File: config.mk
export PLATFORM = sky130hd
export DESIGN_NAME = sgc_global_ctrl
export DESIGN_NICKNAME = d
export VERILOG_FILES = /design/src/hw/sgc_pkg.sv /design/src/hw/sgc_global_ctrl.sv
export VERILOG_INCLUDE_DIRS = /design/src /design/src/hw
export SDC_FILE = /design/constraint.sdc
export NUM_CORES = 1
export LEC_CHECK = 0
export ABC_CLOCK_PERIOD_IN_PS = 16300
export BUFFER_PORTS_ARGS = -buffer_cell sky130_fd_sc_hd__buf_2
export CAP_MARGIN = 15
export CORE_MARGIN = 3
export CORE_UTILIZATION = 60
export DETAILED_ROUTE_END_ITERATION = 8
export PLACE_DENSITY = 0.83
export SLEW_MARGIN = 20
export SYNTH_ARGS = -nofsm -noshare
export SYNTH_HDL_FRONTEND = slang
export SYNTH_SLANG_ARGS = --single-unit
File: constraint.sdc
create_clock -name i_core_clk -period 16.3 [get_ports i_core_clk]
set_input_delay 1.63 -clock i_core_clk [delete_from_list [all_inputs] [get_ports i_core_clk]]
set_output_delay 1.63 -clock i_core_clk [all_outputs]
set_load 0.005 [all_outputs]
File: src/hw/sgc_params.svh
// offsets, field positions, reset values and timing of the global controls
//
// Summary of operation
// - Back pressure bit 7 set applies half-duplex back pressure on switch MII.
// - Duplex bit 6 set selects half duplex, clear selects full duplex.
// - Flow control bit 5 set enables full-duplex flow control on switch MII.
// - Speed bit 4 set selects 10 Mbit/s, clear selects 100 Mbit/s.
// - Duplex, flow control and speed reset from their strap pin levels.
// - Null VLAN_IDENTIFIER replacement bit 3 swaps a null VLAN_IDENTIFIER for the port VLAN_IDENTIFIER.
// - Storm threshold is 11 bits of 64-byte blocks, high three bits first register.
// - Storm period is 50 ms at 100 Mbit/s and 500 ms at 10.
// - Storm threshold resets to upper bits 000 and low byte 0x4A.
// - Three factory test registers reset to 0x24, 0x28, 0x24; software leaves them.
// - Ninth register bits 7 to 3 read zero; bit 2 is writable, resets 0.
// - LED mode bit 1 picks indicator mapping; resets from its strap pin.
// - Bit 0 of ninth register enables special tag mode; resets to 0.
// - Storm limiting acts on a port only when its own enable bit is set.
`ifndef SGC_PARAMS_SVH
`define SGC_PARAMS_SVH

// register offsets
`define SGC_OFS_MII_STORM_HI   8'h06
`define SGC_OFS_STORM_LO       8'h07
`define SGC_OFS_FACTORY_A      8'h08
`define SGC_OFS_FACTORY_B      8'h09
`define SGC_OFS_FACTORY_C      8'h0A
`define SGC_OFS_LED_TAG        8'h0B

// field positions
`define SGC_BIT_BACK_PRESSURE  7
`define SGC_BIT_HALF_DUPLEX    6
`define SGC_BIT_FLOW_CTRL      5
`define SGC_BIT_SPEED_10       4
`define SGC_BIT_NULL_VID       3
`define SGC_BIT_FACTORY_SET    2
`define SGC_BIT_LED_MODE       1
`define SGC_BIT_SPECIAL_TAG    0

// reset values
`define SGC_RST_STORM_HI       3'h0
`define SGC_RST_STORM_LO       8'h4A
`define SGC_RST_FACTORY_A      8'h24
`define SGC_RST_FACTORY_B      8'h28
`define SGC_RST_FACTORY_C      8'h24

// timing
`define SGC_CORE_CLK_MHZ       250
`define SGC_PERIOD_100_MS      50
`define SGC_PERIOD_10_MS       500

`endif

File: src/hw/sgc_pkg.sv
// types shared by the global control register bank
package sgc_pkg;

  // switch-side MII operating mode
  typedef struct packed {
    logic back_pressure;
    logic half_duplex;
    logic flow_ctrl;
    logic speed_10;
  } sgc_mii_cfg_s;

  // per-port link status feeding the indicators
  typedef struct packed {
    logic link;
    logic activity;
    logic full_duplex;
    logic collision;
    logic ten_megabit_speed;
  } sgc_port_stat_s;

  // per-port indicator outputs
  typedef struct packed {
    logic port_indicator_two;
    logic port_indicator_one;
    logic port_indicator_zero;
  } sgc_led_s;

  typedef enum logic {
    SGC_LED_MODE_0,
    SGC_LED_MODE_1
  } sgc_led_mode_e;

endpackage : sgc_pkg

File: src/hw/sgc_global_ctrl.sv
// global control register bank with storm limiter, vid and led mapping
//
// The implementer's own choice: the strobed register port.
`timescale 1ns/1ns
`default_nettype none
`include "sgc_params.svh"

module sgc_global_ctrl #(
  parameter int NUM_PORTS      = 5,
  parameter int PERIOD_100_CYC = `SGC_PERIOD_100_MS * `SGC_CORE_CLK_MHZ * 1000
) (
  // clock and reset
  input  wire logic                    i_core_clk,
  input  wire logic                    i_reset,
  // register port
  input  wire logic [7:0]              i_addr,
  input  wire logic [7:0]              i_wr_data,
  input  wire logic                    i_wr_en,
  input  wire logic                    i_rd_en,
  output logic      [7:0]              o_rd_data,
  // strap pins
  input  wire logic                    i_duplex_strap_pin,
  input  wire logic                    i_flow_ctrl_strap_pin,
  input  wire logic                    i_speed_strap_pin,
  input  wire logic                    i_led_mode_strap_pin,
  // switch-side MII mode
  output sgc_pkg::sgc_mii_cfg_s        o_sw_mii,
  output logic                         o_special_tag_mode,
  output logic                         o_factory_setting,
  output logic      [10:0]             o_storm_threshold,
  // null vid replacement
  input  wire logic                    i_rx_vid_valid,
  input  wire logic [11:0]             i_rx_vlan_identifier,
  input  wire logic [11:0]             i_port_vlan_identifier,
  output logic                         o_vid_valid,
  output logic      [11:0]             o_vlan_identifier,
  // broadcast storm limiter, per port
  input  wire logic [NUM_PORTS-1:0]    i_port_storm_enable,
  input  wire logic [NUM_PORTS-1:0]    i_bcast_block,
  output logic      [NUM_PORTS-1:0]    o_storm_discard,
  // indicators, per port
  input  wire sgc_pkg::sgc_port_stat_s [NUM_PORTS-1:0] i_port_stat,
  output sgc_pkg::sgc_led_s            [NUM_PORTS-1:0] o_port_led
);

  // ****************************************************************
  // constants
  // ****************************************************************
  localparam int PERIOD_RATIO = `SGC_PERIOD_10_MS / `SGC_PERIOD_100_MS;
  localparam int TICK_W       = $clog2(PERIOD_100_CYC);
  localparam int SUB_W        = $clog2(PERIOD_RATIO);
  localparam logic [TICK_W-1:0] TICK_LAST =
    TICK_W'(PERIOD_100_CYC - 1);
  localparam logic [SUB_W-1:0]  SUB_LAST = SUB_W'(PERIOD_RATIO - 1);
  localparam logic [11:0]       VID_NULL = 12'h000;

  // ****************************************************************
  // registers
  // ****************************************************************
  logic       strap_taken;
  logic       back_pressure;
  logic       half_duplex;
  logic       flow_ctrl;
  logic       speed_10;
  logic       null_vid_replace;
  logic [2:0] storm_hi;
  logic [7:0] storm_lo;
  logic [7:0] factory_a;
  logic [7:0] factory_b;
  logic [7:0] factory_c;
  logic       factory_set;
  sgc_pkg::sgc_led_mode_e led_mode;
  logic       special_tag;

  // ****************************************************************
  // address decode
  // ****************************************************************
  wire hit_mii  = (i_addr == `SGC_OFS_MII_STORM_HI);
  wire hit_lo   = (i_addr == `SGC_OFS_STORM_LO);
  wire hit_fa   = (i_addr == `SGC_OFS_FACTORY_A);
  wire hit_fb   = (i_addr == `SGC_OFS_FACTORY_B);
  wire hit_fc   = (i_addr == `SGC_OFS_FACTORY_C);
  wire hit_led  = (i_addr == `SGC_OFS_LED_TAG);
  wire wr_mii   = i_wr_en & hit_mii;
  wire wr_lo    = i_wr_en & hit_lo;
  wire wr_fa    = i_wr_en & hit_fa;
  wire wr_fb    = i_wr_en & hit_fb;
  wire wr_fc    = i_wr_en & hit_fc;
  wire wr_led   = i_wr_en & hit_led;

  wire [7:0] rd_mii = {back_pressure, half_duplex, flow_ctrl, speed_10,
                       null_vid_replace, storm_hi};
  // reserved bits 7..3 read zero
  // reserved read zero
  wire [7:0] rd_led = {5'h00, factory_set, led_mode == sgc_pkg::SGC_LED_MODE_1,
                       special_tag};
  wire [7:0] next_rd_data =
    hit_mii ? rd_mii    :
    hit_lo  ? storm_lo  :
    hit_fa  ? factory_a :
    hit_fb  ? factory_b :
    hit_fc  ? factory_c :
    hit_led ? rd_led    : 8'h00;

  // ****************************************************************
  // strap capture and mode register
  // ****************************************************************
  // straps are loaded on the first edge after reset release
  always_ff @(posedge i_core_clk or posedge i_reset) begin
    if (i_reset) begin
      strap_taken <= 1'b0;
    end else begin
      strap_taken <= 1'b1;
    end
  end

  always_ff @(posedge i_core_clk or posedge i_reset) begin
    if (i_reset) begin
      half_duplex <= 1'b0;
      flow_ctrl   <= 1'b0;
      speed_10    <= 1'b0;
    end else if (!strap_taken) begin
      half_duplex <= i_duplex_strap_pin;
      flow_ctrl   <= i_flow_ctrl_strap_pin;
      speed_10    <= i_speed_strap_pin;
    end else if (wr_mii) begin
      half_duplex <= i_wr_data[`SGC_BIT_HALF_DUPLEX];
      flow_ctrl   <= i_wr_data[`SGC_BIT_FLOW_CTRL];
      speed_10    <= i_wr_data[`SGC_BIT_SPEED_10];
    end
  end

  always_ff @(posedge i_core_clk or posedge i_reset) begin
    if (i_reset) begin
      back_pressure    <= 1'b0;
      null_vid_replace <= 1'b0;
      storm_hi         <= `SGC_RST_STORM_HI;
      storm_lo         <= `SGC_RST_STORM_LO;
    end else begin
      if (wr_mii) begin
        back_pressure    <= i_wr_data[`SGC_BIT_BACK_PRESSURE];
        null_vid_replace <= i_wr_data[`SGC_BIT_NULL_VID];
        storm_hi         <= i_wr_data[2:0];
      end
      if (wr_lo) begin
        storm_lo <= i_wr_data;
      end
    end
  end

  always_ff @(posedge i_core_clk or posedge i_reset) begin
    if (i_reset) begin
      factory_a <= `SGC_RST_FACTORY_A;
      factory_b <= `SGC_RST_FACTORY_B;
      factory_c <= `SGC_RST_FACTORY_C;
    end else begin
      if (wr_fa) factory_a <= i_wr_data;
      if (wr_fb) factory_b <= i_wr_data;
      if (wr_fc) factory_c <= i_wr_data;
    end
  end

  always_ff @(posedge i_core_clk or posedge i_reset) begin
    if (i_reset) begin
      led_mode    <= sgc_pkg::SGC_LED_MODE_0;
      factory_set <= 1'b0;
      special_tag <= 1'b0;
    end else if (!strap_taken) begin
      led_mode <= sgc_pkg::sgc_led_mode_e'(i_led_mode_strap_pin);
    end else if (wr_led) begin
      led_mode    <= sgc_pkg::sgc_led_mode_e'(i_wr_data[`SGC_BIT_LED_MODE]);
      factory_set <= i_wr_data[`SGC_BIT_FACTORY_SET];
      special_tag <= i_wr_data[`SGC_BIT_SPECIAL_TAG];
    end
  end

  // read data stand only in the cycle after the strobe
  always_ff @(posedge i_core_clk or posedge i_reset) begin
    if (i_reset) begin
      o_rd_data <= 8'h00;
    end else begin
      o_rd_data <= i_rd_en ? next_rd_data : 8'h00;
    end
  end

  // ****************************************************************
  // switch MII mode outputs
  // ****************************************************************
  // back pressure only meaningful in half duplex, pause only in full
  // back pressure
  assign o_sw_mii.back_pressure = back_pressure & half_duplex;
  assign o_sw_mii.half_duplex   = half_duplex;
  assign o_sw_mii.flow_ctrl     = flow_ctrl & ~half_duplex;
  assign o_sw_mii.speed_10      = speed_10;
  assign o_special_tag_mode     = special_tag;
  assign o_factory_setting      = factory_set;
  assign o_storm_threshold      = {storm_hi, storm_lo};

  // ****************************************************************
  // null vid replacement
  // ****************************************************************
  wire        vid_is_null = (i_rx_vlan_identifier == VID_NULL);
  wire [11:0] next_vid = (null_vid_replace && vid_is_null) ?
                         i_port_vlan_identifier : i_rx_vlan_identifier;

  always_ff @(posedge i_core_clk or posedge i_reset) begin
    if (i_reset) begin
      o_vid_valid       <= 1'b0;
      o_vlan_identifier <= 12'h000;
    end else begin
      o_vid_valid       <= i_rx_vid_valid;
      o_vlan_identifier <= next_vid;
    end
  end

  // ****************************************************************
  // storm period base tick, 50 ms
  // ****************************************************************
  logic [TICK_W-1:0] tick_cnt;
  wire               tick = (tick_cnt == TICK_LAST);

  always_ff @(posedge i_core_clk or posedge i_reset) begin
    if (i_reset) begin
      tick_cnt <= '0;
    end else begin
      tick_cnt <= tick ? '0 : tick_cnt + TICK_W'(1);
    end
  end

  // ****************************************************************
  // per-port storm limiter and indicators
  // ****************************************************************
  genvar p;
  generate
    for (p = 0; p < NUM_PORTS; p = p + 1) begin : g_port
      logic [SUB_W-1:0] sub_cnt;
      logic [11:0]      blk_cnt;
      logic             discard;
      wire  ten         = i_port_stat[p].ten_megabit_speed;
      wire  period_end  = tick & (~ten | (sub_cnt == SUB_LAST));
      wire  counting    = i_port_storm_enable[p] & i_bcast_block[p];
      wire  [11:0] next_blk = (blk_cnt == 12'hFFF) ? blk_cnt :
                              blk_cnt + 12'h001;
      wire  over = (next_blk > {1'b0, o_storm_threshold});

      always_ff @(posedge i_core_clk or posedge i_reset) begin
        if (i_reset) begin
          sub_cnt <= '0;
        end else if (tick) begin
          sub_cnt <= (ten && sub_cnt != SUB_LAST) ?
                     sub_cnt + SUB_W'(1) : '0;
        end
      end

      always_ff @(posedge i_core_clk or posedge i_reset) begin
        if (i_reset) begin
          blk_cnt <= 12'h000;
          discard <= 1'b0;
        end else if (period_end) begin
          blk_cnt <= 12'h000;
          discard <= 1'b0;
        end else if (counting) begin
          blk_cnt <= next_blk;
          discard <= discard | over;
        end else if (!i_port_storm_enable[p]) begin
          discard <= 1'b0;
        end
      end

      assign o_storm_discard[p] = discard & i_port_storm_enable[p];

      sgc_pkg::sgc_port_stat_s st;
      sgc_pkg::sgc_led_s       next_led;
      assign st = i_port_stat[p];
      wire lnk_act = st.link & ~st.activity;
      assign next_led = (led_mode == sgc_pkg::SGC_LED_MODE_0) ?
        '{port_indicator_two:  lnk_act,
          port_indicator_one:  st.full_duplex | st.collision,
          port_indicator_zero: st.link & ~st.ten_megabit_speed} :
        '{port_indicator_two:  lnk_act & ~st.ten_megabit_speed,
          port_indicator_one:  lnk_act & st.ten_megabit_speed,
          port_indicator_zero: st.link & st.full_duplex};

      always_ff @(posedge i_core_clk or posedge i_reset) begin
        if (i_reset) begin
          o_port_led[p] <= '0;
        end else begin
          o_port_led[p] <= next_led;
        end
      end
    end
  endgenerate

endmodule : sgc_global_ctrl
`default_nettype wire

=== Word level (Yosys, flattened, before mapping) ===
Index checks and enable logic that the tools add are counted.
Widths: inputs -> output; s select.

* Bits in registers: 189
* Input bits: 84
* Output and inout bits: 58

* Add/subtract/negate cells: 11
* $lt $le $gt $ge: 5
* Eq/ne operators: 29
* Muxes and demuxes: 57
* Bitwise gates (word level): 74
* Reductions and logical operators: 13

{| class="wikitable"
|+ Operators with widths
! cell !! number
|-
| $mux 12 || 16
|-
| $add 12x1->12 const B || 5
|-
| $eq 12x12->1 const B || 5
|-
| $gt 12x11->1 || 5
|-
| $and 1x1->1 || 48
|-
| $mux 8 || 6
|-
| $eq 8x4->1 const B || 4
|-
| $add 24x1->24 const B || 1
|-
| $eq 24x24->1 const B || 1
|-
| $mux 24 || 1
|-
| $mux 1 || 23
|-
| $add 4x1->4 const B || 5
|-
| $eq 4x4->1 const B || 5
|-
| $mux 4 || 5
|-
| $ne 4x4->1 const B || 5
|-
| $mux 3 || 6
|-
| $eq 8x3->1 const B || 2
|-
| $ne 3x1->1 const B || 5
|-
| $or 1x1->1 || 15
|-
| $logic_not 12->1 || 1
|-
| $not 1->1 || 11
|-
| $reduce_bool 2->1 || 5
|-
| $logic_and 1x1->1 || 6
|-
| $ne 2x1->1 const B || 2
|-
| $reduce_and 2->1 || 1
|}

=== Longest topological paths before layout ===
Gate-level depths: netlist of the first run.

* Depth in word-level cells: 8
* Mapped depth: 14
* Mapped depth without buffers: 13

=== Worst setup path after synthesis of the first run ===
OpenSTA, ideal clock, no wires.

* Path kind: input to output
* Start point: in i_port_storm_enable[0]
* End point: out o_storm_discard[0]
* Data arrival time: 1755 ps
* Slack: 12915 ps
* Stages: 1
* Buffers on the path: 0
* Path through: and2_1

* Longest elaborated chain between the ends: 1

{| class="wikitable"
|+ Ends and longest elaborated chain
! what !! line !! text
|-
| start, declared || sgc_global_ctrl.sv:38 || <nowiki>input wire logic [NUM_PORTS-1:0] i_port_storm_enable,</nowiki>
|-
| $and 1x1->1 || sgc_global_ctrl.sv:270 || <nowiki>assign o_storm_discard[p] = discard & i_port_storm_enable[p];</nowiki>
|-
| end, declared || sgc_global_ctrl.sv:40 || <nowiki>output logic [NUM_PORTS-1:0] o_storm_discard,</nowiki>
|}

Every way passes these cells.

=== Final worst setup path of the first run ===
Ends and elaborated chain as after synthesis.

==> results.txt, run 1 <==
----------------------------------------------------
[Floorplan]
  Area of the core ... 17600 sq um
  Starting density of the core ... 0.625
  # IOs ... 142
  Die X-Extent ... 141 um
  Area of the die ... 20000 sq um
  Die extent in y ... 141 um
  Row Count ... 48

[STA]
  Number of hold-slack violations in the final timing report ... 0
  Setup repair after global routing missed its margin ... false
  Period utilisation layout ... 0.230
  Transition time of the tightest slew-check pin ... 0.845 ns
  Crit path time final ... 3.75 ns
  Peak clock frequency supported by timing ... 267 MHz
  Worst rel slew slack ... 0.434
  Setup violators final ... 0
  Final TNS setup ... 0 ns
  Clock tree skew after final layout ... 0.0122 ns
  Max Transition Viols Final ... 0
  Hold slack final ... 0.485 ns

[Min path]
  Startpoint of the most critical hold path ... tick_cnt[0]
  Worst hold-check path type ... reg2reg
  Number of stages on the worst hold path ... 1
  Worst Hold Endpoint ... tick_cnt[0]

[Synth]
  Top cells by area, synth ... sky130_fd_sc_hd__dfrtp_1 (41%), sky130_fd_sc_hd__ha_1 (8.1%), sky130_fd_sc_hd__mux2_2 (4.5%), sky130_fd_sc_hd__nand2_1 (4.1%), sky130_fd_sc_hd__nor2_1 (4.0%)
  Library cell with the largest summed area after synthesis ... sky130_fd_sc_hd__dfrtp_1
  Synthesized flop and latch total ... 189
  Number of enable flip-flop cells after synthesis ... 0
  Area of the mapped netlist ... 11000 sq um
  Number of distinct library cell variants in the gate-level netlist after synthesis ... 61
  Sequential element share of the synthesized area ... 0.431
  Share of the synthesized area in the top cell type ... 0.409
  Post-Syn Nets ... 1315
  Synthesized instance count ... 1160
  Yosys warns ... 0
  Dominant register cell in the synthesized netlist ... sky130_fd_sc_hd__dfrtp_1
  Share of async-settable or async-resettable flops after synthesis ... 1.00
  Synth Area per Inst ... 9.48 sq um

[Job]
  Max capacitance violation total ... 0

[Outcome]
  Outcome ... completed

[Clocking]
  Clock tree from TritonCTS ... done
  Post-CTS Setup Inserts ... 0
  H-tree depth ... 4
  Clock net sink count ... 189
  Clock insertion delay at the later pin of the skew report ... 0.44 ns
  Hold Buf Count CTS ... 0
  Inserted Clock Buffers ... 17
  Post-cts resize count ... 0
  Buffer levels on the longest clock path ... 2
  Master cell of the clock root buffer ... sky130_fd_sc_hd__clkbuf_16
  Clock-pin slew on the worst setup and hold paths ... 0.07 ns

[Worst setup path]
  Cell repeated most along the worst path ... sky130_fd_sc_hd__buf_2
  Crit path cell chain ... buf_2, and2_1, buf_2
  Endpoint class of the critical path ... output port
  R2R depth ... 13
  Beginning of the worst register-to-register path ... g_port[2].blk_cnt[0]
  WS Path Type ... in2out
  Source of the critical timing path ... i_port_storm_enable[0]
  CP max stage delay ... 0.20 ns
  Required time at the endpoint of the critical path ... 14.67 ns
  Critical R2R Capture ... g_port[2].discard
  Worst reg-to-reg setup slack ... 12.81 ns
  Crit path max fanout ... 8
  Arrival time of the worst setup path ... 2.12 ns
  Critical path startpoint category ... input pin
  Slowest stage cell on the critical path ... sky130_fd_sc_hd__and2_1

[Final layout]
  Final antenna diode count ... 0
  Number of cells in the finished layout apart from fillers ... 1520
  Layout cells sized above 1 ... 0.187
  Syn-to-layout area delta ... 13.1%
  Commonest non-fill, non-tap cells in the layout ... sky130_fd_sc_hd__dfrtp_1 (180), sky130_fd_sc_hd__buf_2 (141), sky130_fd_sc_hd__nand2_1 (121)
  Most common cell after layout, fill and taps aside ... sky130_fd_sc_hd__dfrtp_1
  Number of nets at the end of the flow ... 1437

[Routing]
  Vias ... 9135
  Total length of routed wires ... 25500 um
  Pre-Repair DR Iteration Count ... 5
  DRT antenna net count ... 0
  DRC marker count from the first detailed-route iteration ... 641
  Via/cell ratio ... 6.01
  Mean routed wirelength per cell ... 16.8 um
  Remaining design rule violation count ... 0

[Placed design]
  Placer's final routability congestion estimate ... 0.859
  HPWL reported at the end of detailed placement ... 18000 um
  Input/output buffers ... 141
  Placed instance count ... 1488

[Pwr]
  VDD IR-drop max ... 0.0871 mV
  Cell leakage power ... 5.98 nW
  Pwr per Cell Area ... 105 nW/um^2

[GRT]
  Via count of the first global-routing pass ... 8812
  Final global-route overflow total ... 0
  Wire length of the first global-routing pass ... 42500 um
  Pin count of the biggest net entering global routing ... 104
  Initial antenna violation count ... 0
  GRT Total Usage ... 0.259

----------------------------------------------------
cell families (layout without fill, tap and decap cells):
logic type / Yosys count / after routing / synth area share
xor+xnor: 70 / 70 / 0.0557
other cells: 1 / 1 / 0.000341
compound gates: 211 / 211 / 0.113
fa+ha+maj: 71 / 71 / 0.0807
mux: 73 / 73 / 0.0748
flops: 189 / 189 / 0.431
simple gates: 478 / 478 / 0.217
buf+inv: 67 / 202 / 0.0272
critical path: cells and delay by family:
family	cells	cell delay, ns
buffers and inverters	2	0.29
and+or+nand+nor	1	0.20
report_power, final:
group / total, W / internal [W] / leakage (nW) / switching, W
combinational: 0.000288 / 0.000134 / 3.28 / 0.000154
clock: 0.000437 / 0.000235 / 0.305 / 0.000201
sequential: 0.000580 / 0.000514 / 2.39 / 0.0000657
total: 0.00131 / 0.000884 / 5.98 / 0.000421
cells in the mapped netlist (26+ instances only):
master / count
sky130_fd_sc_hd__nand3_1: 57
sky130_fd_sc_hd__nor2_1: 118
sky130_fd_sc_hd__dfrtp_1: 180
sky130_fd_sc_hd__a21oi_1: 56
sky130_fd_sc_hd__o21ai_0: 63
sky130_fd_sc_hd__inv_1: 27
sky130_fd_sc_hd__mux2_2: 44
sky130_fd_sc_hd__nand4_1: 29
sky130_fd_sc_hd__mux2i_1: 26
sky130_fd_sc_hd__xnor2_1: 37
sky130_fd_sc_hd__nand2_1: 121
sky130_fd_sc_hd__and2_1: 30
sky130_fd_sc_hd__xor2_1: 33
sky130_fd_sc_hd__ha_1: 71
how the worst max path moves through the flow:
| stage | to | cells past startpoint | slack (ns) |
|---|---|---|---|
| floorplan | back_pressure | 1 | 9.54 |
| global placement | factory_a[1] | 6 | 12.33 |
| detailed placement | factory_a[0] | 6 | 12.20 |
| CTS | o_storm_discard[0] | 3 | 12.57 |
| global route | factory_a[3] | 6 | 12.40 |
| finish | o_storm_discard[0] | 3 | 12.55 |
area by class of cell:
| cell class | count | area [sq um] |
|---|---|---|
| multi-input cells | 904 | 5960 |
| fillers | 1283 | 5150 |
| flip-flops and latches | 189 | 4740 |
| repair buffers | 143 | 724 |
| clock buffers | 17 | 425 |
| well taps | 225 | 282 |
| clock inverters | 15 | 200 |
| inverters | 27 | 109 |
layer usage:
metal	up-vias	GRT usage	wire (um)
met2	284	0.444	12800
met4	0	0.0874	643
met1	4405	0.330	10500
met3	59	0.0509	1470
met5	-	0	0
li1	4387	-	-
sequential cells by signal, indices dropped and copies added (netlist names), 12 cells and up:
register	cells
o_vlan_identifier	12
g_port.blk_cnt	60
o_port_led	15
g_port.sub_cnt	20
tick_cnt	24
stage by stage:
step | worst slack (ns) | util | total power, W | cell area, sq um
after floorplan | 9.54 | - | 0.000784 | 11000
after global placement | 12.33 | 0.671 | 0.000851 | 11800
after detailed placement | 12.20 | 0.671 | 0.000866 | 11800
after CTS | 12.57 | 0.707 | 0.00131 | 12400
after global routing | 12.40 | 0.707 | 0.00138 | 12400
final | 12.55 | 0.707 | 0.00131 | 12400
Power figures use the tool's default switching activity.
==> run 2, diff against run 1 <==
ABC_CLOCK_PERIOD_IN_PS = 3200   (was 16300)
CORE_UTILIZATION = 53   (was 60)
PLACE_DENSITY = 0.78   (was 0.83)
clock period = 3.2 ns   (was 16.3 ns; I/O delays follow)
==> results.txt, run 2 (same netlist as run 1, synthesis figures left out) <==
----------------------------------------------------
[Outcome]
  Outcome ... completed

[Floorplan]
  Starting density of the core ... 0.542
  Die extent in y ... 150 um
  # IOs ... 142
  Area of the core ... 20300 sq um
  Area of the die ... 22500 sq um
  Row Count ... 52
  Die X-Extent ... 150 um

[Routing]
  Uppermost routed layer ... met5
  DR WL met3 ... 1300 um
  Met2 wire length ... 12900 um
  DRC marker count from the first detailed-route iteration ... 488
  Mean routed wirelength per cell ... 16.3 um
  Vias ... 9115
  Via/cell ratio ... 5.74
  Met1 Routed Length ... 11200 um
  Pre-Repair DR Iteration Count ... 5
  Remaining design rule violation count ... 0
  DRT antenna net count ... 0
  Total length of routed wires ... 25900 um

[STA]
  Max Transition Viols Final ... 0
  Setup violators final ... 0
  Worst-case setup margin in the final layout ... 0.162 ns
  Crit path time final ... 3.04 ns
  Clock tree skew after final layout ... 0.0131 ns
  Period utilisation layout ... 0.949
  Number of hold-slack violations in the final timing report ... 0
  Worst rel slew slack ... 0.462
  Final TNS setup ... 0 ns
  Hold slack final ... 0.0765 ns
  Peak clock frequency supported by timing ... 329 MHz
  Transition time of the tightest slew-check pin ... 0.803 ns

[GRT]
  Final global-route overflow total ... 0
  Pin count of the biggest net entering global routing ... 41
  Initial antenna violation count ... 1
  Via count of the first global-routing pass ... 8930
  Wire length of the first global-routing pass ... 43000 um
  GRT Total Usage ... 0.235

[Placed design]
  Input/output buffers ... 141
  HPWL reported at the end of detailed placement ... 18900 um
  Placed instance count ... 1553
  Setup slack at placement ... 0.104 ns
  Placer's final routability congestion estimate ... 0.937
  Cell Area, Placed ... 12100 sq um

[Final layout]
  Commonest non-fill, non-tap cells in the layout ... sky130_fd_sc_hd__dfrtp_1 (179), sky130_fd_sc_hd__buf_2 (141), sky130_fd_sc_hd__nand2_1 (120)
  Most common cell after layout, fill and taps aside ... sky130_fd_sc_hd__dfrtp_1
  Footprint of the multi-input gates ... 5970 sq um
  Register area ... 4740 sq um
  Number of flip-flops in the largest register ... 60
  Final antenna diode count ... 0
  Syn-to-layout area delta ... 15.5%
  Layout cells sized above 1 ... 0.203
  Top reg by flops ... g_port.blk_cnt
  Number of cells in the finished layout apart from fillers ... 1588
  Number of nets at the end of the flow ... 1460
  Final instance area ... 12700 sq um
  Largest regs ... g_port.blk_cnt (60), tick_cnt (24), g_port.sub_cnt (20)
  Filler cells ... 1680

[Clocking]
  Master cell of the clock root buffer ... sky130_fd_sc_hd__clkbuf_16
  Clock insertion delay at the later pin of the skew report ... 0.43 ns
  Clock-pin slew on the worst setup and hold paths ... 0.08 ns
  Clock tree from TritonCTS ... done
  H-tree depth ... 4
  Buffer levels on the longest clock path ... 2
  Inserted Clock Buffers ... 17
  Clock net sink count ... 189

[Pwr]
  Pwr per Cell Area ... 523 nW/um^2
  Cell leakage power ... 6.09 nW
  VDD IR-drop max ... 0.398 mV

[Worst setup path]
  Critical path startpoint category ... flop
  Arrival time of the worst setup path ... 3.38 ns
  Required time at the endpoint of the critical path ... 3.55 ns
  Bufs and invs on worst path ... 0
  Crit path cell chain ... ha_2, nand3_1, or4_1, mux2_2, ha_1, nor2b_1, o211ai_1, a21oi_1, nor2_1, o221a_2, nor3_1
  Beginning of the worst register-to-register path ... g_port[4].blk_cnt[1]
  CP max stage delay ... 0.64 ns
  WS Path Type ... reg2reg
  Crit path max fanout ... 6
  Worst reg-to-reg setup slack ... 0.16 ns
  Critical R2R Capture ... g_port[4].discard
  R2R depth ... 11
  Cell family contributing the most delay on the critical path ... simple AND/OR/NAND/NOR gates
  Slowest stage cell on the critical path ... sky130_fd_sc_hd__or4_1
  Endpoint class of the critical path ... flop

[Min path]
  Number of stages on the worst hold path ... 2
  Startpoint of the most critical hold path ... i_rx_vlan_identifier[1]
  Worst Hold Endpoint ... o_vlan_identifier[1]
  Worst hold-check path type ... in2reg

[Job]
  Max capacitance violation total ... 0

----------------------------------------------------
## run 2: changes by cell type in the layout (fill, tap and decap cells not counted), moves of 2 or more
cell,before,now
sky130_fd_sc_hd__inv_8,1,3
sky130_fd_sc_hd__clkbuf_8,0,2
sky130_fd_sc_hd__dlygate4sd3_1,0,2
sky130_fd_sc_hd__clkinvlp_4,0,3
sky130_fd_sc_hd__buf_12,0,4
sky130_fd_sc_hd__inv_6,7,2
sky130_fd_sc_hd__buf_4,1,19
## run 2: how the worst max path moves through the flow
stage	slack [ns]	cells after the start	endpoint	startpoint
final	0.16	11	g_port[4].discard	g_port[4].blk_cnt[1]
after global routing	-0.003	11	g_port[4].discard	g_port[4].blk_cnt[1]
after CTS	0.08	13	g_port[2].discard	g_port[2].blk_cnt[1]
after detailed placement	0.10	13	g_port[2].discard	g_port[2].blk_cnt[1]
after global placement	0.23	13	g_port[2].discard	g_port[2].blk_cnt[1]
after floorplan	0.11	14	g_port[2].discard	g_port[2].blk_cnt[0]
## run 2: layout make-up
class / instances / share of cell area
well taps: 270 / 0.0266
flip-flops and latches: 189 / 0.373
clock inverters: 13 / 0.0119
repair buffers: 166 / 0.0746
multi-input cells: 904 / 0.470
clock buffers: 19 / 0.0356
inverters: 27 / 0.00827
## run 2: routing by layer
| layer | up-vias | GRT usage |
|---|---|---|
| met5 | - | 0 |
| met4 | 2 | 0.0737 |
| met3 | 44 | 0.0418 |
| met2 | 229 | 0.400 |
| met1 | 4403 | 0.307 |
| li1 | 4437 | - |
## run 2: metrics by stage
step / utilization / total power, W
finish: 0.626 / 0.00665
CTS: 0.625 / 0.00666
floorplan: - / 0.00400
detailed placement: 0.594 / 0.00449
global route: 0.626 / 0.00702
global placement: 0.594 / 0.00441
## run 2: power by group
group	switching [W]	internal, W	leakage [nW]
clock	0.000994	0.00115	0.291
sequential	0.000293	0.00262	2.39
combinational	0.000849	0.000739	3.41
## run 2: what timing repair did
action	4_1_cts	5_1_grt
buffers inserted	0	1
endpoints found under the hold margin	19	0
hold buffers	2	0
endpoints found under the setup margin	0	4
gates resized for setup	0	6
==> run 3, diff against run 2 <==
GPL_ROUTABILITY_DRIVEN = 0   (was not set)
RECOVER_POWER = 50   (was not set)
==> results.txt, run 3 (same netlist as run 1, synthesis figures left out) <==
----------------------------------------------------
[Outcome]
  Outcome ... complete, but fails checks
  Failing checks ... max-capacitance violations, max-slew violations

[Worst setup path]
  Crit path cell chain ... ha_2, nand3_1, or4_1, mux2_2, ha_1, nor2b_1, o211ai_1, a21oi_1, nor2_1, o221a_2, nor3_1
  Endpoint class of the critical path ... flop
  Beginning of the worst register-to-register path ... g_port[4].blk_cnt[1]
  Required time at the endpoint of the critical path ... 3.55 ns
  Bufs and invs on worst path ... 0
  CP max stage delay ... 0.64 ns
  Slowest stage cell on the critical path ... sky130_fd_sc_hd__or4_1
  Source of the critical timing path ... g_port[4].blk_cnt[1]
  Worst reg-to-reg setup slack ... 0.16 ns
  Crit path max fanout ... 6
  Cell family contributing the most delay on the critical path ... simple AND/OR/NAND/NOR gates
  WS Path Type ... reg2reg
  Critical path startpoint category ... flop
  Arrival time of the worst setup path ... 3.38 ns

[Clocking]
  Master cell of the clock root buffer ... sky130_fd_sc_hd__clkbuf_16
  H-tree depth ... 4
  Clock-pin slew on the worst setup and hold paths ... 0.08 ns
  Clock insertion delay at the later pin of the skew report ... 0.43 ns
  Clock tree from TritonCTS ... done
  Buffer levels on the longest clock path ... 2
  Clock net sink count ... 189
  Inserted Clock Buffers ... 17

[Floorplan]
  Area of the core ... 20300 sq um
  Die X-Extent ... 150 um
  Area of the die ... 22500 sq um
  Starting density of the core ... 0.542
  Row Count ... 52
  Die extent in y ... 150 um
  # IOs ... 142

[Pwr]
  Cell leakage power ... 5.99 nW
  Pwr per Cell Area ... 525 nW/um^2
  VDD IR-drop max ... 0.397 mV

[STA]
  Worst-case setup margin in the final layout ... 0.165 ns
  Worst rel slew slack ... -0.0220
  Peak clock frequency supported by timing ... 329 MHz
  Setup violators final ... 0
  Max Transition Viols Final ... 36
  Transition time of the tightest slew-check pin ... 1.53 ns
  Number of hold-slack violations in the final timing report ... 0
  Crit path time final ... 3.04 ns
  Period utilisation layout ... 0.949
  Clock tree skew after final layout ... 0.0127 ns

[Placed design]
  Cell Area, Placed ... 12100 sq um
  Setup slack at placement ... 0.104 ns
  Input/output buffers ... 141
  HPWL reported at the end of detailed placement ... 18900 um

[Min path]
  Worst hold-check path type ... in2reg
  Startpoint of the most critical hold path ... i_rx_vlan_identifier[1]

[GRT]
  Wire length of the first global-routing pass ... 43000 um
  Via count of the first global-routing pass ... 8930
  Pin count of the biggest net entering global routing ... 41
  Routing usage on met1 ... 0.307
  Met2 Usage GRT ... 0.400
  GR Util met3 ... 0.0418
  GRT busiest layer ... met2
  Initial antenna violation count ... 1
  Final global-route overflow total ... 0
  GRT Total Usage ... 0.235

[Final layout]
  Largest regs ... g_port.blk_cnt (60), tick_cnt (24), g_port.sub_cnt (20)
  Layout cells sized above 1 ... 0.179
  Commonest non-fill, non-tap cells in the layout ... sky130_fd_sc_hd__dfrtp_1 (179), sky130_fd_sc_hd__nand2_1 (120), sky130_fd_sc_hd__nor2_1 (118)
  Final instance area ... 12600 sq um
  Number of nets at the end of the flow ... 1460
  Syn-to-layout area delta ... 14.8%
  Filler cells ... 1704
  Number of flip-flops in the largest register ... 60
  Top reg by flops ... g_port.blk_cnt
  Final antenna diode count ... 0
  Most common cell after layout, fill and taps aside ... sky130_fd_sc_hd__dfrtp_1

[Job]
  Max capacitance violation total ... 2

[Routing]
  Via/cell ratio ... 5.74
  Remaining design rule violation count ... 0
  Pre-Repair DR Iteration Count ... 7
  DRT antenna net count ... 0
  Total length of routed wires ... 25900 um
  DRC marker count from the first detailed-route iteration ... 509
  Vias ... 9116
  Mean routed wirelength per cell ... 16.3 um

----------------------------------------------------
## run 3: what timing repair did
action | 4_1_cts | 5_1_grt
hold endpoints to repair | 19 | 0
endpoints found under the setup margin | 0 | 4
buffers inserted | 0 | 1
gates resized for setup | 0 | 6
hold buffers | 2 | 0
## run 3: layout make-up
cell class	instances	area, sq um	area share
clock buffer	19	453	0.0359
tap	270	338	0.0268
inverter	27	103	0.00813
clock inverter	13	151	0.0120
timing repair buffer	166	866	0.0686
sequential	189	4740	0.376
multi-input combinational	904	5970	0.473
## run 3: final timing paths
check                                        to  depth (start not counted)
max reg2reg                   g_port[4].discard                         11
max                           g_port[4].discard                         11
max in group asynchronous  g_port[1].blk_cnt[6]                          4
min                        o_vlan_identifier[1]                          2
min in group asynchronous         o_port_led[3]                          3
min reg2reg                g_port[0].sub_cnt[3]                          1
## run 3: per-layer routing
metal  vias to the layer above  part of all wire
met5                         -           0.00050
met4                         2             0.019
met3                        42             0.049
met2                       238              0.50
met1                      4397              0.43
li1                       4437                 -
## run 3: through the flow
step	setup TNS, ns	std cells	total power, W	hold slack, ns	utilization
6_report	0	1588	0.00663	0.0768	0.622
2_1_floorplan	0	1160	0.00400	0.351	-
4_1_cts	0	1587	0.00666	0.0651	0.625
3_3_place_gp	0	1553	0.00441	0.432	0.594
5_1_grt	-0.00296	1588	0.00701	0.0702	0.622
3_5_place_dp	0	1553	0.00449	0.429	0.594
## run 3: worst register-to-register path, stage by stage, from the launching register on
cell and delay (ns):
sky130_fd_sc_hd__dfrtp_1 0.44, sky130_fd_sc_hd__ha_2 0.26, sky130_fd_sc_hd__nand3_1 0.16, sky130_fd_sc_hd__or4_1 0.64, sky130_fd_sc_hd__mux2_2 0.32, sky130_fd_sc_hd__ha_1 0.29
sky130_fd_sc_hd__nor2b_1 0.12, sky130_fd_sc_hd__o211ai_1 0.09, sky130_fd_sc_hd__a21oi_1 0.14, sky130_fd_sc_hd__nor2_1 0.07, sky130_fd_sc_hd__o221a_2 0.26, sky130_fd_sc_hd__nor3_1 0.17
## run 3: power breakdown
group | switching [W] | internal (W) | leakage (nW) | total, W
sequential | 0.000292 | 0.00262 | 2.39 | 0.00291
clock | 0.000995 | 0.00115 | 0.291 | 0.00215
combinational | 0.000846 | 0.000726 | 3.30 | 0.00157
total | 0.00213 | 0.00450 | 5.99 | 0.00663
